File: config.mk
export PLATFORM = sky130hd
export DESIGN_NAME = lcdhp_host_port
export DESIGN_NICKNAME = d
export VERILOG_FILES = /design/src/common/lcdhp_pkg.sv /design/src/logic/lcdhp_column_drive.sv /design/src/logic/lcdhp_host_port.sv
export VERILOG_INCLUDE_DIRS = /design/src /design/src/common
export SDC_FILE = /design/constraint.sdc
export NUM_CORES = 1
export LEC_CHECK = 0
export BUFFER_PORTS_ARGS = -buffer_cell sky130_fd_sc_hd__buf_2
export CAP_MARGIN = 20
export CORE_ASPECT_RATIO = 0.8
export CORE_MARGIN = 10
export CORE_UTILIZATION = 41
export CTS_CLUSTER_DIAMETER = 80
export DETAILED_ROUTE_END_ITERATION = 12
export PLACE_DENSITY = 0.7
export SLEW_MARGIN = 20
export SYNTH_ARGS = -nofsm -noshare
export SYNTH_HDL_FRONTEND = slang
export SYNTH_SLANG_ARGS = --single-unit
File: constraint.sdc
create_clock -name mclk -period 3.3 [get_ports mclk]
set_input_delay 0.33 -clock mclk [delete_from_list [all_inputs] [get_ports mclk]]
set_output_delay 0.33 -clock mclk [all_outputs]
set_load 0.05 [all_outputs]
File: src/common/lcdhp_defines.svh
/*
  Constants of the LCD driver host bus port: register offsets, field
  positions, reset values, timing and column drive level codes.
  Assumes it is included by bare name after the package.
*/
`ifndef LCDHP_DEFINES_SVH
`define LCDHP_DEFINES_SVH

// Register byte offsets on the Avalon-MM slave
`define LCDHP_OFS_CTRL     8'h00
`define LCDHP_OFS_STATUS   8'h04
`define LCDHP_OFS_CMD      8'h08
`define LCDHP_OFS_WDATA    8'h0C
`define LCDHP_OFS_RNEXT    8'h10
`define LCDHP_OFS_LINE     8'h14
`define LCDHP_OFS_COL_BASE 8'h20

// Control register fields
`define LCDHP_CTRL_BUSY    0
`define LCDHP_CTRL_ADC     1
`define LCDHP_CTRL_OFF     2
`define LCDHP_CTRL_LINE_LO 8

// Status register fields
`define LCDHP_ST_CMD       0
`define LCDHP_ST_WR        1
`define LCDHP_ST_RDREQ     2
`define LCDHP_ST_REJ       3
`define LCDHP_ST_RESET     4
`define LCDHP_ST_MODE68    5
`define LCDHP_ST_BUSY      6

// Reset values
`define LCDHP_RST_ADC      1'h1
`define LCDHP_RST_OFF      1'h1
`define LCDHP_RST_LINE     5'h00

// Initialisation time after an edge on the init/bus-select pin
`define LCDHP_CLK_NS       50
`define LCDHP_INIT_NS      2000
`define LCDHP_INIT_CYC \
  ((`LCDHP_INIT_NS + `LCDHP_CLK_NS - 1) / `LCDHP_CLK_NS)

// Column drive level codes
`define LCDHP_LVL_VSS      2'h0
`define LCDHP_LVL_VC2      2'h1
`define LCDHP_LVL_VC3      2'h2
`define LCDHP_LVL_VC5      2'h3

`endif

File: src/common/lcdhp_pkg.sv
/*
  Types of the LCD driver host bus port.
  Assumes nothing of its surroundings.
*/
package lcdhp_pkg;

  typedef enum logic [1:0] {
    PH_IDLE,
    PH_RD,
    PH_WR
  } lcdhp_phase_t;

endpackage

File: src/logic/lcdhp_column_drive.sv
/*
  Column drive stage: latches one display line on each line advance
  and selects one of four drive levels per column from data and phase.
  Assumes adv_en is a one-cycle pulse and ac_phase is already synchronised.
*/
`timescale 1ns/1ps
`include "lcdhp_defines.svh"

module lcdhp_column_drive #(
  parameter int NCOL = 80
) (
  // Clock and reset
  input  wire logic              mclk,
  input  wire logic              rst_n,
  // Line data and timing
  input  wire logic              adv_en,
  input  wire logic              ac_phase,
  input  wire logic [NCOL-1:0]   line_data,
  // Drive level codes, two bits per column
  output logic      [2*NCOL-1:0] levels
);

  typedef struct packed {
    logic [NCOL-1:0]   lat;
    logic [2*NCOL-1:0] lvl;
  } lcdhp_col_state_t;

  lcdhp_col_state_t q;
  lcdhp_col_state_t d;
  logic [2*NCOL-1:0] lvl_sel;

  genvar gi;
  generate
    for (gi = 0; gi < NCOL; gi++) begin : g_col
      assign lvl_sel[2*gi +: 2] =
        ac_phase ? (q.lat[gi] ? `LCDHP_LVL_VC5 : `LCDHP_LVL_VC2)
                 : (q.lat[gi] ? `LCDHP_LVL_VSS : `LCDHP_LVL_VC3);
    end
  endgenerate

  always_comb begin
    d = q;
    if (adv_en) begin
      d.lat = line_data;
    end
    d.lvl = lvl_sel;
  end

  always_ff @(posedge mclk or negedge rst_n) begin
    if (!rst_n) begin
      q <= '0;
    end else begin
      q <= d;
    end
  end

  assign levels = q.lvl;

endmodule

File: src/logic/lcdhp_host_port.sv
/*
  Host bus port of a dot-matrix LCD column driver: 8-bit parallel host
  port in 68- or 80-style protocol, status byte, pipelined display read
  latch, line timing and an Avalon-MM slave for the internal side.
  Assumes all pins are asynchronous to mclk and strobes last several
  mclk periods; the internal side services commands through the slave.
*/
// Added by the designer: the Avalon-MM register port and the register addresses.
// Notes on behaviour
// - Eight-bit data bus driven only during host reads, released otherwise.
// - Select low means control byte, high means display memory data.
// - Init pin level picks protocol: high 68-style, low 80-style.
// - Chip select high ignores strobes and releases the bus.
// - 80-style: bus driven while read strobe low and chip selected.
// - 80-style: write byte captured at rising edge of write strobe.
// - 68-style: shared strobe pin is an active-high enable.
// - 68-style: read/write pin high reads, low writes.
// - Select and direction decode to data read/write, status, command.
// - Data read returns latch, latch loads next byte: one read lag.
// - Writes take effect directly, no dummy cycle needed.
// - While busy, everything except status read is rejected.
// - Busy flag appears on data bit seven in status reads.
// - Both edges of line clock latch data and advance counters.
// - Frame phase input is the drive polarity reference.
// - Each column picks one of four levels from data and phase.
// - Status: busy, direction, display off, resetting; low nibble zero.
`timescale 1ns/1ps
`include "lcdhp_defines.svh"

module lcdhp_host_port #(
  parameter int NCOL = 80
) (
  // Clock and reset
  input  wire logic              mclk,
  input  wire logic              rst_n,
  // Host bus pins
  input  wire logic              cs_n,
  input  wire logic              data_command_select,
  input  wire logic              enable_or_rd_n,
  input  wire logic              rw_or_wr_n,
  input  wire logic              init_and_bus_select,
  input  wire logic [7:0]        db_in,
  output logic      [7:0]        db_out,
  output logic                   db_oe_n,
  // Display timing pins
  input  wire logic              row_advance_strobe,
  input  wire logic              lcd_ac_phase,
  output logic      [2*NCOL-1:0] column_drive_outputs,
  // Avalon-MM slave
  input  wire logic [7:0]        avs_address,
  input  wire logic              avs_read,
  input  wire logic              avs_write,
  input  wire logic [31:0]       avs_writedata,
  input  wire logic [3:0]        avs_byteenable,
  output logic      [31:0]       avs_readdata,
  output logic                   avs_waitrequest
);

  localparam int COLW = (NCOL + 31) / 32;
  localparam logic [7:0] INIT_CYC = 8'(`LCDHP_INIT_CYC);

  typedef struct packed {
    // Two-stage synchronisers
    logic                   cs_m;
    logic                   cs_s;
    logic                   e_m;
    logic                   e_s;
    logic                   w_m;
    logic                   w_s;
    logic                   dc_m;
    logic                   dc_s;
    logic                   ini_m;
    logic                   ini_s;
    logic                   cl_m;
    logic                   cl_s;
    logic                   fr_m;
    logic                   fr_s;
    logic [7:0]             db_m;
    logic [7:0]             db_s;
    logic                   ini_prev;
    logic                   cl_prev;
    logic                   fr_prev;
    // Host cycle tracking
    lcdhp_pkg::lcdhp_phase_t ph;
    logic                   dc_cyc;
    logic [7:0]             wr_byte;
    logic [7:0]             out_latch;
    logic [7:0]             rd_next;
    logic [7:0]             db_out;
    logic                   drive;
    // Handover to internal side
    logic [7:0]             cmd_byte;
    logic [7:0]             wr_data;
    logic                   cmd_pend;
    logic                   wr_pend;
    logic                   rd_req;
    logic                   rejected;
    // Control and status
    logic                   ctl_busy;
    logic                   adc;
    logic                   disp_off;
    logic [4:0]             start_line;
    logic [7:0]             init_cnt;
    logic                   resetting;
    logic [4:0]             line_cnt;
    logic                   adv;
    logic [COLW*32-1:0]     col_shadow;
    // Bus slave
    logic                   ack;
    logic [31:0]            rdata;
  } lcdhp_state_t;

  lcdhp_state_t q;
  lcdhp_state_t d;

  logic       mode68;
  logic       rd_now;
  logic       wr_now;
  logic       busy;
  logic [7:0] status_byte;
  logic       req;

  function automatic logic [31:0] merge(input logic [31:0] old_v,
                                        input logic [31:0] new_v,
                                        input logic [3:0]  be);
    logic [31:0] r;
    r = old_v;
    for (int i = 0; i < 4; i++) begin
      if (be[i]) begin
        r[8*i +: 8] = new_v[8*i +: 8];
      end
    end
    return r;
  endfunction

  function automatic logic [7:0] col_ofs(input int idx);
    return 8'(`LCDHP_OFS_COL_BASE + 4 * idx);
  endfunction

  assign mode68 = q.ini_s;
  assign busy   = q.ctl_busy || q.resetting;
  assign req    = avs_read || avs_write;

  assign status_byte = {busy, q.adc, q.disp_off, q.resetting, 4'h0};

  always_comb begin
    rd_now = !q.cs_s && (mode68 ? (q.e_s && q.w_s) : !q.e_s);
    wr_now = !q.cs_s && (mode68 ? (q.e_s && !q.w_s) : !q.w_s);
  end

  always_comb begin
    logic [31:0] ctrl_v;
    logic [31:0] rmux;
    ctrl_v = '0;
    rmux   = '0;
    d      = q;

    d.cs_m  = cs_n;
    d.cs_s  = q.cs_m;
    d.e_m   = enable_or_rd_n;
    d.e_s   = q.e_m;
    d.w_m   = rw_or_wr_n;
    d.w_s   = q.w_m;
    d.dc_m  = data_command_select;
    d.dc_s  = q.dc_m;
    d.ini_m = init_and_bus_select;
    d.ini_s = q.ini_m;
    d.cl_m  = row_advance_strobe;
    d.cl_s  = q.cl_m;
    d.fr_m  = lcd_ac_phase;
    d.fr_s  = q.fr_m;
    d.db_m  = db_in;
    d.db_s  = q.db_m;
    d.ini_prev = q.ini_s;
    d.cl_prev  = q.cl_s;
    d.fr_prev  = q.fr_s;
    d.adv      = 1'b0;

    // Avalon slave: one wait cycle, then answer
    ctrl_v[`LCDHP_CTRL_BUSY] = q.ctl_busy;
    ctrl_v[`LCDHP_CTRL_ADC]  = q.adc;
    ctrl_v[`LCDHP_CTRL_OFF]  = q.disp_off;
    ctrl_v[`LCDHP_CTRL_LINE_LO +: 5] = q.start_line;
    case (avs_address)
      `LCDHP_OFS_CTRL: begin
        rmux = ctrl_v;
      end
      `LCDHP_OFS_STATUS: begin
        rmux[`LCDHP_ST_CMD]    = q.cmd_pend;
        rmux[`LCDHP_ST_WR]     = q.wr_pend;
        rmux[`LCDHP_ST_RDREQ]  = q.rd_req;
        rmux[`LCDHP_ST_REJ]    = q.rejected;
        rmux[`LCDHP_ST_RESET]  = q.resetting;
        rmux[`LCDHP_ST_MODE68] = mode68;
        rmux[`LCDHP_ST_BUSY]   = busy;
      end
      `LCDHP_OFS_CMD: begin
        rmux[7:0] = q.cmd_byte;
      end
      `LCDHP_OFS_WDATA: begin
        rmux[7:0] = q.wr_data;
      end
      `LCDHP_OFS_RNEXT: begin
        rmux[7:0] = q.rd_next;
      end
      `LCDHP_OFS_LINE: begin
        rmux[5:0] = {q.fr_s, q.line_cnt};
      end
      default: begin
        for (int i = 0; i < COLW; i++) begin
          if (avs_address == col_ofs(i)) begin
            rmux = q.col_shadow[32*i +: 32];
          end
        end
      end
    endcase

    d.ack = 1'b0;
    if (req && !q.ack) begin
      d.ack   = 1'b1;
      d.rdata = avs_read ? rmux : 32'h0000_0000;
    end
    if (q.ack && avs_write) begin
      case (avs_address)
        `LCDHP_OFS_CTRL: begin
          ctrl_v       = merge(ctrl_v, avs_writedata, avs_byteenable);
          d.ctl_busy   = ctrl_v[`LCDHP_CTRL_BUSY];
          d.adc        = ctrl_v[`LCDHP_CTRL_ADC];
          d.disp_off   = ctrl_v[`LCDHP_CTRL_OFF];
          d.start_line = ctrl_v[`LCDHP_CTRL_LINE_LO +: 5];
        end
        `LCDHP_OFS_RNEXT: begin
          if (avs_byteenable[0]) begin
            d.rd_next = avs_writedata[7:0];
          end
          d.rd_req = 1'b0;
        end
        default: begin
          for (int i = 0; i < COLW; i++) begin
            if (avs_address == col_ofs(i)) begin
              d.col_shadow[32*i +: 32] = merge(q.col_shadow[32*i +: 32],
                                               avs_writedata,
                                               avs_byteenable);
            end
          end
        end
      endcase
    end
    if (q.ack && avs_read) begin
      case (avs_address)
        `LCDHP_OFS_STATUS: d.rejected = 1'b0;
        `LCDHP_OFS_CMD:    d.cmd_pend = 1'b0;
        `LCDHP_OFS_WDATA:  d.wr_pend  = 1'b0;
        default: begin
        end
      endcase
    end

    if (q.ini_s != q.ini_prev) begin
      d.init_cnt   = INIT_CYC;
      d.resetting  = 1'b1;
      d.disp_off   = `LCDHP_RST_OFF;
      d.adc        = `LCDHP_RST_ADC;
      d.start_line = `LCDHP_RST_LINE;
    end else if (q.resetting) begin
      d.init_cnt = q.init_cnt - 8'h01;
      if (q.init_cnt <= 8'h01) begin
        d.resetting = 1'b0;
      end
    end

    // Host cycles; bus events set after slave clears, so sets win
    case (q.ph)
      lcdhp_pkg::PH_IDLE: begin
        if (rd_now) begin
          d.ph     = lcdhp_pkg::PH_RD;
          d.dc_cyc = q.dc_s;
          d.db_out = q.dc_s ? q.out_latch : status_byte;
          d.drive  = 1'b1;
        end else if (wr_now) begin
          d.ph      = lcdhp_pkg::PH_WR;
          d.dc_cyc  = q.dc_s;
          d.wr_byte = q.db_s;
        end
      end
      lcdhp_pkg::PH_RD: begin
        if (!rd_now) begin
          d.ph    = lcdhp_pkg::PH_IDLE;
          d.drive = 1'b0;
          if (q.dc_cyc) begin
            if (busy) begin
              d.rejected = 1'b1;
            end else begin
              d.out_latch = q.rd_next;
              d.rd_req    = 1'b1;
            end
          end
        end
      end
      lcdhp_pkg::PH_WR: begin
        if (wr_now) begin
          d.wr_byte = q.db_s;
        end else begin
          d.ph = lcdhp_pkg::PH_IDLE;
          if (busy) begin
            d.rejected = 1'b1;
          end else if (q.dc_cyc) begin
            d.wr_data = q.wr_byte;
            d.wr_pend = 1'b1;
          end else begin
            d.cmd_byte = q.wr_byte;
            d.cmd_pend = 1'b1;
          end
        end
      end
      default: begin
        d.ph    = lcdhp_pkg::PH_IDLE;
        d.drive = 1'b0;
      end
    endcase

    if (q.cl_s != q.cl_prev) begin
      d.line_cnt = q.line_cnt + 5'h01;
      d.adv      = 1'b1;
    end
    if (q.fr_s != q.fr_prev) begin
      d.line_cnt = q.start_line;
    end
  end

  always_ff @(posedge mclk or negedge rst_n) begin
    if (!rst_n) begin
      q            <= '0;
      q.cs_m       <= 1'b1;
      q.cs_s       <= 1'b1;
      q.e_m        <= 1'b1;
      q.e_s        <= 1'b1;
      q.w_m        <= 1'b1;
      q.w_s        <= 1'b1;
      q.ph         <= lcdhp_pkg::PH_IDLE;
      q.adc        <= `LCDHP_RST_ADC;
      q.disp_off   <= `LCDHP_RST_OFF;
      q.start_line <= `LCDHP_RST_LINE;
    end else begin
      q <= d;
    end
  end

  lcdhp_column_drive #(
    .NCOL (NCOL)
  ) u_cols (
    .mclk      (mclk),
    .rst_n     (rst_n),
    .adv_en    (q.adv),
    .ac_phase  (q.fr_s),
    .line_data (q.disp_off ? '0 : q.col_shadow[NCOL-1:0]),
    .levels    (column_drive_outputs)
  );

  assign db_out          = q.db_out;
  assign db_oe_n         = !q.drive;
  assign avs_readdata    = q.rdata;
  assign avs_waitrequest = req && !q.ack;

endmodule

==> results of run 1 <==
-- through the flow --
step | std cells | hold WS [ps] | setup WS [ps] | instance area (um^2) | power, mW
floorplan | 1498 | 34.4 | 838 | 17900 | 6.56
global placement | 2076 | 334 | 842 | 18400 | 6.87
detailed placement | 2076 | 336 | 725 | 18400 | 6.92
CTS | 2164 | 33.7 | 1090 | 19900 | 11.6
global route | 2164 | 48.0 | 999 | 19900 | 12.0
finish | 2166 | 53.0 | 1120 | 19900 | 11.5
-- routing by layer --
layer	vias up	share of wire (%)	track usage (%)
met1	5491	45	22.0
li1	5030	-	-
met5	-	0.21	0
met3	65	6.6	4.65
met2	246	47	26.2
met4	12	1.6	3.48
-- worst max-delay path by stage --
stage / startpoint / endpoint / slack (ps) / depth (start not counted)
after floorplan: u_cols.levels[158] / q[130] / 840 / 2
after global placement: avs_address[3] / q[120] / 840 / 5
after detailed placement: avs_address[3] / q[124] / 720 / 5
after CTS: mode68 / q[198] / 1090 / 4
after global routing: mode68 / q[201] / 1000 / 4
final: mode68 / q[198] / 1120 / 4
-- cells in the mapped netlist, drive strengths merged, types with 9 or more instances --
cell     number
o2bb2ai       9
nand3        14
a22oi         9
a21oi        14
mux2        147
nor2         23
xnor2        84
mux2i        43
a22o         21
inv          91
o21ai       133
nand2        71
dfrtp       393
nand3b       81
clkbuf       51
buf         218
-- where the power goes --
group	internal, mW	leakage, nW	switching [mW]	total, mW
logic	0.420	3.36	1.04	1.46
clock network	2.78	0.658	1.87	4.65
registers	5.16	5.25	0.206	5.37
total	8.36	9.27	3.11	11.5
-- flip-flops by register name, indices dropped and copies added, names as in the netlist --
name	cells
avs_readdata	32
u_cols.levels	81
d	17
mode68	1
db_out	8
q	182
u_cols.q	80
-- cells by family (layout without fill, tap and decap cells) --
logic type | Yosys count | count (layout) | synth area share, %
AND/OR/NAND/NOR | 230 | 230 | 7.84
flip-flops | 401 | 401 | 56.0
multiplexers | 192 | 192 | 11.9
buffers and inverters | 360 | 466 | 11.9
AO/OA/AOI/OAI | 217 | 217 | 7.45
XOR/XNOR | 92 | 92 | 4.50
other | 0 | 2 | 0
adder cells (fa/ha/maj) | 6 | 6 | 0.419
-- layout make-up --
cell class	instances	area, um^2
timing repair buffer	303	1730
clock buffer	62	1180
antenna	2	5.00
sequential	401	10100
inverter	91	342
fill	3870	23200
multi-input combinational	737	5770
tap	560	701
clock inverter	10	150
-- critical path, stage by stage (launching register included) --
cell and delay, ps:
dfrtp_1 510, or2_2 380, a211o_1 510, o211ai_2 280
mux2_2 390
-- repair_timing --
action | CTS | global route
hold buffers | 16 | 0
hold endpoints to repair | 92 | 0
gates resized for setup | 0 | 0
==> results.cfg, run 1 <==
[setup_path]
ff2ff_path_depth = 4
path_class = flop to flop
r2r_slack_ps = 1120
end_kind = flop
critPathRequiredTime_ps = 3720
crit-reg2reg-launch = mode68
timing.rr.end = q[198]
critPathLaunchType = flop
cp.arrival_ps = 2600
crit_fanout = 17

[clock_network]
cts.htree.levels = 2
cts_buffers = 40
insertion_delay_ps = 540
clk_path_buf_depth = 3
cts.sinks = 401
cts_tree = yes
postCtsSetupBuffers = 0
path_clk_slew_ps = 60
cts-root-buf = clkbuf_16

[sta]
period_needed_ps = 2180
rsz0062_at_grt = no
relSlewSlack_pct = 41.0
tightest_slew_ps = 882
fin_crit_sh_pct = 66.1
setup_viol = 0
max_freq_ghz = 0.458
finalHoldViolCount = 0
fin_setup_tns_ps = 0
drv_slew = 0
fin_skew_ps = 20.2

[logic_synthesis]
syn_inst = 1498
ys_seq_area_share_pct = 56.0
avgSynthCellArea_um2 = 12.0
synth.top_cells.by_area = dfrtp_1 (55%), mux2_2 (9.2%), buf_4 (8.4%), xnor2_1 (4.1%), o21ai_0 (3.7%)
yosysTopAreaCell = dfrtp_1
synth_top_area_share_pct = 54.9
yosys_warnings = 0
synth_ff_type = dfrtp_1
netlist_area_um2 = 17900
synth_edf_count = 0
async_flop_share_pct = 100
syn_nets = 1567
synth_seq_cells = 401
yosys.cell_types.count = 67

[global_route]
grt_max_degree = 85
gr-total-overflow = 0
antenna_found_initial = 7
grt_pass1_wl_um = 67700
grt_pass1_vias = 11300
grt_usage_pct = 16.4

[power_and_ir_drop]
vdd_drop_max_v = 0.000375
p_per_area_nw_per_um2 = 576
p_leak_nw = 9.27

[floorplan]
core_area_um2 = 43100
die_width_um = 254
core.rowCount = 68
die_area_um2 = 52500
die_h_um = 207
initial_utilization_pct = 41.5
io_pins = 265

[min_path]
hp-class = input pin to flop
hp-start = avs_writedata[27]
min_to = q[92]
hold_path_depth = 2

[detailed_routing]
drt-wirelength-per-cell_um = 20.0
drcViolationCount = 0
ant_nets = 0
dr_total_vias = 10800
via_per_inst = 5.01
drt-initial-drc-count = 776
wl_um = 43300
firstDrtPassIters = 5

[cells_and_area]
nets = 1643
drive_gt1_share_pct = 33.0
mostFrequentLayoutCells = dfrtp_1 (390), buf_2 (263), mux2_2 (146)
final_common_cell = dfrtp_1
syn2layout_area_growth_pct = 11.2
fin_util_pct = 46.2

[place]
place.gp.congestion = 0.856
numPortBuffers = 264
dp_hpwl_um = 31100

[run]
max_cap_violations = 0

[status]
status = complete, no violations
Note: power is estimated with default switching activity, not from simulation.
==> inputs of run 2 (changes only) <==
--- a/config.mk
+++ b/config.mk
@@ -13,7 +13,7 @@
 export CORE_UTILIZATION = 41
 export CTS_CLUSTER_DIAMETER = 80
 export DETAILED_ROUTE_END_ITERATION = 12
-export PLACE_DENSITY = 0.7
+export PLACE_DENSITY = 0.72
 export SLEW_MARGIN = 20
 export SYNTH_ARGS = -nofsm -noshare
 export SYNTH_HDL_FRONTEND = slang
==> constraint.sdc (replaced) <==
create_clock -name mclk -period 1.8 [get_ports mclk]
set_input_delay 0.18 -clock mclk [delete_from_list [all_inputs] [get_ports mclk]]
set_output_delay 0.18 -clock mclk [all_outputs]
set_load 0.05 [all_outputs]
==> results.cfg, run 2 (synthesized netlist as in run 1, its figures left out) <==
[status]
status = complete, no violations

[setup_path]
path_class = flop to flop
timing.rr.end = q[204]
path_buf_inv = 2
r2r_slack_ps = 60
path_depth = 6
cp.arrival_ps = 2150
crit-reg2reg-launch = q[207]
end_kind = flop
critPathRequiredTime_ps = 2210
crit_slowest_cell = dfrtp_1
cpPeakStageDelay_ps = 410
critPathLaunchType = flop
crit_fanout = 8
crit_family = compound AO/OA/AOI/OAI gates
ff2ff_path_depth = 6
cp_cell_sequence = inv_2 -> ha_4 -> inv_1 -> a211o_1 -> o211ai_4 -> mux2_2

[detailed_routing]
ant_nets = 0
drt-wirelength-per-cell_um = 19.5
drcViolationCount = 0
wl_um = 44100
dr_total_vias = 11200
drt-initial-drc-count = 728
firstDrtPassIters = 5
via_per_inst = 4.96

[floorplan]
die_area_um2 = 52500
io_pins = 265
die_h_um = 207
core.rowCount = 68
die_width_um = 254
core_area_um2 = 43100
initial_utilization_pct = 41.5

[place]
placed_area_um2 = 19000
place.gp.congestion = 0.870
numPortBuffers = 264
dp_hpwl_um = 32000
place_ws_ps = -100

[global_route]
grt_usage_pct = 16.7
grt_pass1_vias = 11900
antenna_found_initial = 3
gr-total-overflow = 0
grt_pass1_wl_um = 69200
grt_max_degree = 87

[sta]
finalHoldViolCount = 0
fin_setup_tns_ps = 0
period_needed_ps = 1740
fin_crit_sh_pct = 96.9
relSlewSlack_pct = 46.1
tightest_slew_ps = 808
drv_slew = 0
fin_ws_ps = 56.0
max_freq_ghz = 0.573
fin_skew_ps = 23.6
setup_viol = 0
rsz0062_at_grt = yes

[clock_network]
path_clk_slew_ps = 60
cts.sinks = 401
clk_path_buf_depth = 3
cts-root-buf = clkbuf_16
insertion_delay_ps = 550
cts_tree = yes
cts_buffers = 41
cts.htree.levels = 2

[cells_and_area]
final_cell_area_um2 = 21100
fin_util_pct = 48.8
final_common_cell = dfrtp_1
drive_gt1_share_pct = 35.1
syn2layout_area_growth_pct = 17.5
largest_reg_flops = 182
regMostFlops = q
nets = 1739
mostFrequentLayoutCells = dfrtp_1 (390), buf_2 (182), mux2_2 (141)

[power_and_ir_drop]
p_per_area_nw_per_um2 = 1000
vdd_drop_max_v = 0.000596
p_leak_nw = 9.80

[min_path]
hp-class = input pin to flop
hold_path_depth = 3
hp-start = avs_read
min_to = q[32]

[run]
max_cap_violations = 0
## run 2: cell count changes in the layout (fill, tap and decap cells not counted), sizes merged
cell         previous run  this run
clkinvlp                0         1
diode                   2         1
bufinv                  4         1
clkinv                  6         7
dlygate4sd3            16        49
inv                    91        93
buf                   287       271
clkbuf                 62       141
## run 2: area by class of cell
class | instances | area (um^2)
Antenna cell | 1 | 2.50
Clock buffer | 63 | 1190
Clock inverter | 11 | 90.1
Fill cell | 3799 | 22100
Inverter | 91 | 342
Multi-Input combinational cell | 737 | 5820
Sequential cell | 401 | 10100
Tap cell | 560 | 701
Timing Repair Buffer | 398 | 2850
## run 2: worst register-to-register path, delay by kind of cell (launching register included)
kind            cells  cell delay, ps
fa+ha+maj           1             170
flops               1             410
mux                 1             380
compound gates      2             500
buf+inv             2             170
## run 2: stage by stage
| step | hold WS (ps) | power [mW] | cells |
|---|---|---|---|
| after floorplan | -116 | 12.0 | 1498 |
| after global placement | 34.7 | 12.7 | 2135 |
| after detailed placement | 34.7 | 12.8 | 2135 |
| after CTS | 4.61 | 21.2 | 2259 |
| after global routing | 12.0 | 22.0 | 2261 |
| final | 9.84 | 21.0 | 2262 |
## run 2: worst max path at each step
stage / startpoint / endpoint / slack, ps
after global routing: q[206] / q[204] / -30
after floorplan: mode68 / q[197] / 30
final: q[207] / q[204] / 60
after detailed placement: avs_address[4] / q[87] / -100
after global placement: avs_address[4] / q[81] / -60
after CTS: q[206] / q[197] / 0.03
## run 2: repair_timing
item	in CTS	in global routing
setup endpoints to repair	9	115
buffers inserted	1	2
pin swaps	0	1
endpoints found under the hold margin	419	0
hold buffers	49	0
resized for setup	4	95
## run 2: layer usage
layer / routed length, um / track usage [%]
met1: 19500 / 22.3
met2: 20500 / 26.5
met3: 3070 / 4.15
met4: 1010 / 4.61
met5: 34 / 0
## run 2: where the power goes
part	leakage [nW]	switching (mW)	internal, mW	total [mW]
logic	3.92	2.06	1.06	3.12
registers	5.25	0.317	9.46	9.78
clock network	0.630	3.45	4.70	8.15
total	9.80	5.82	15.2	21.0
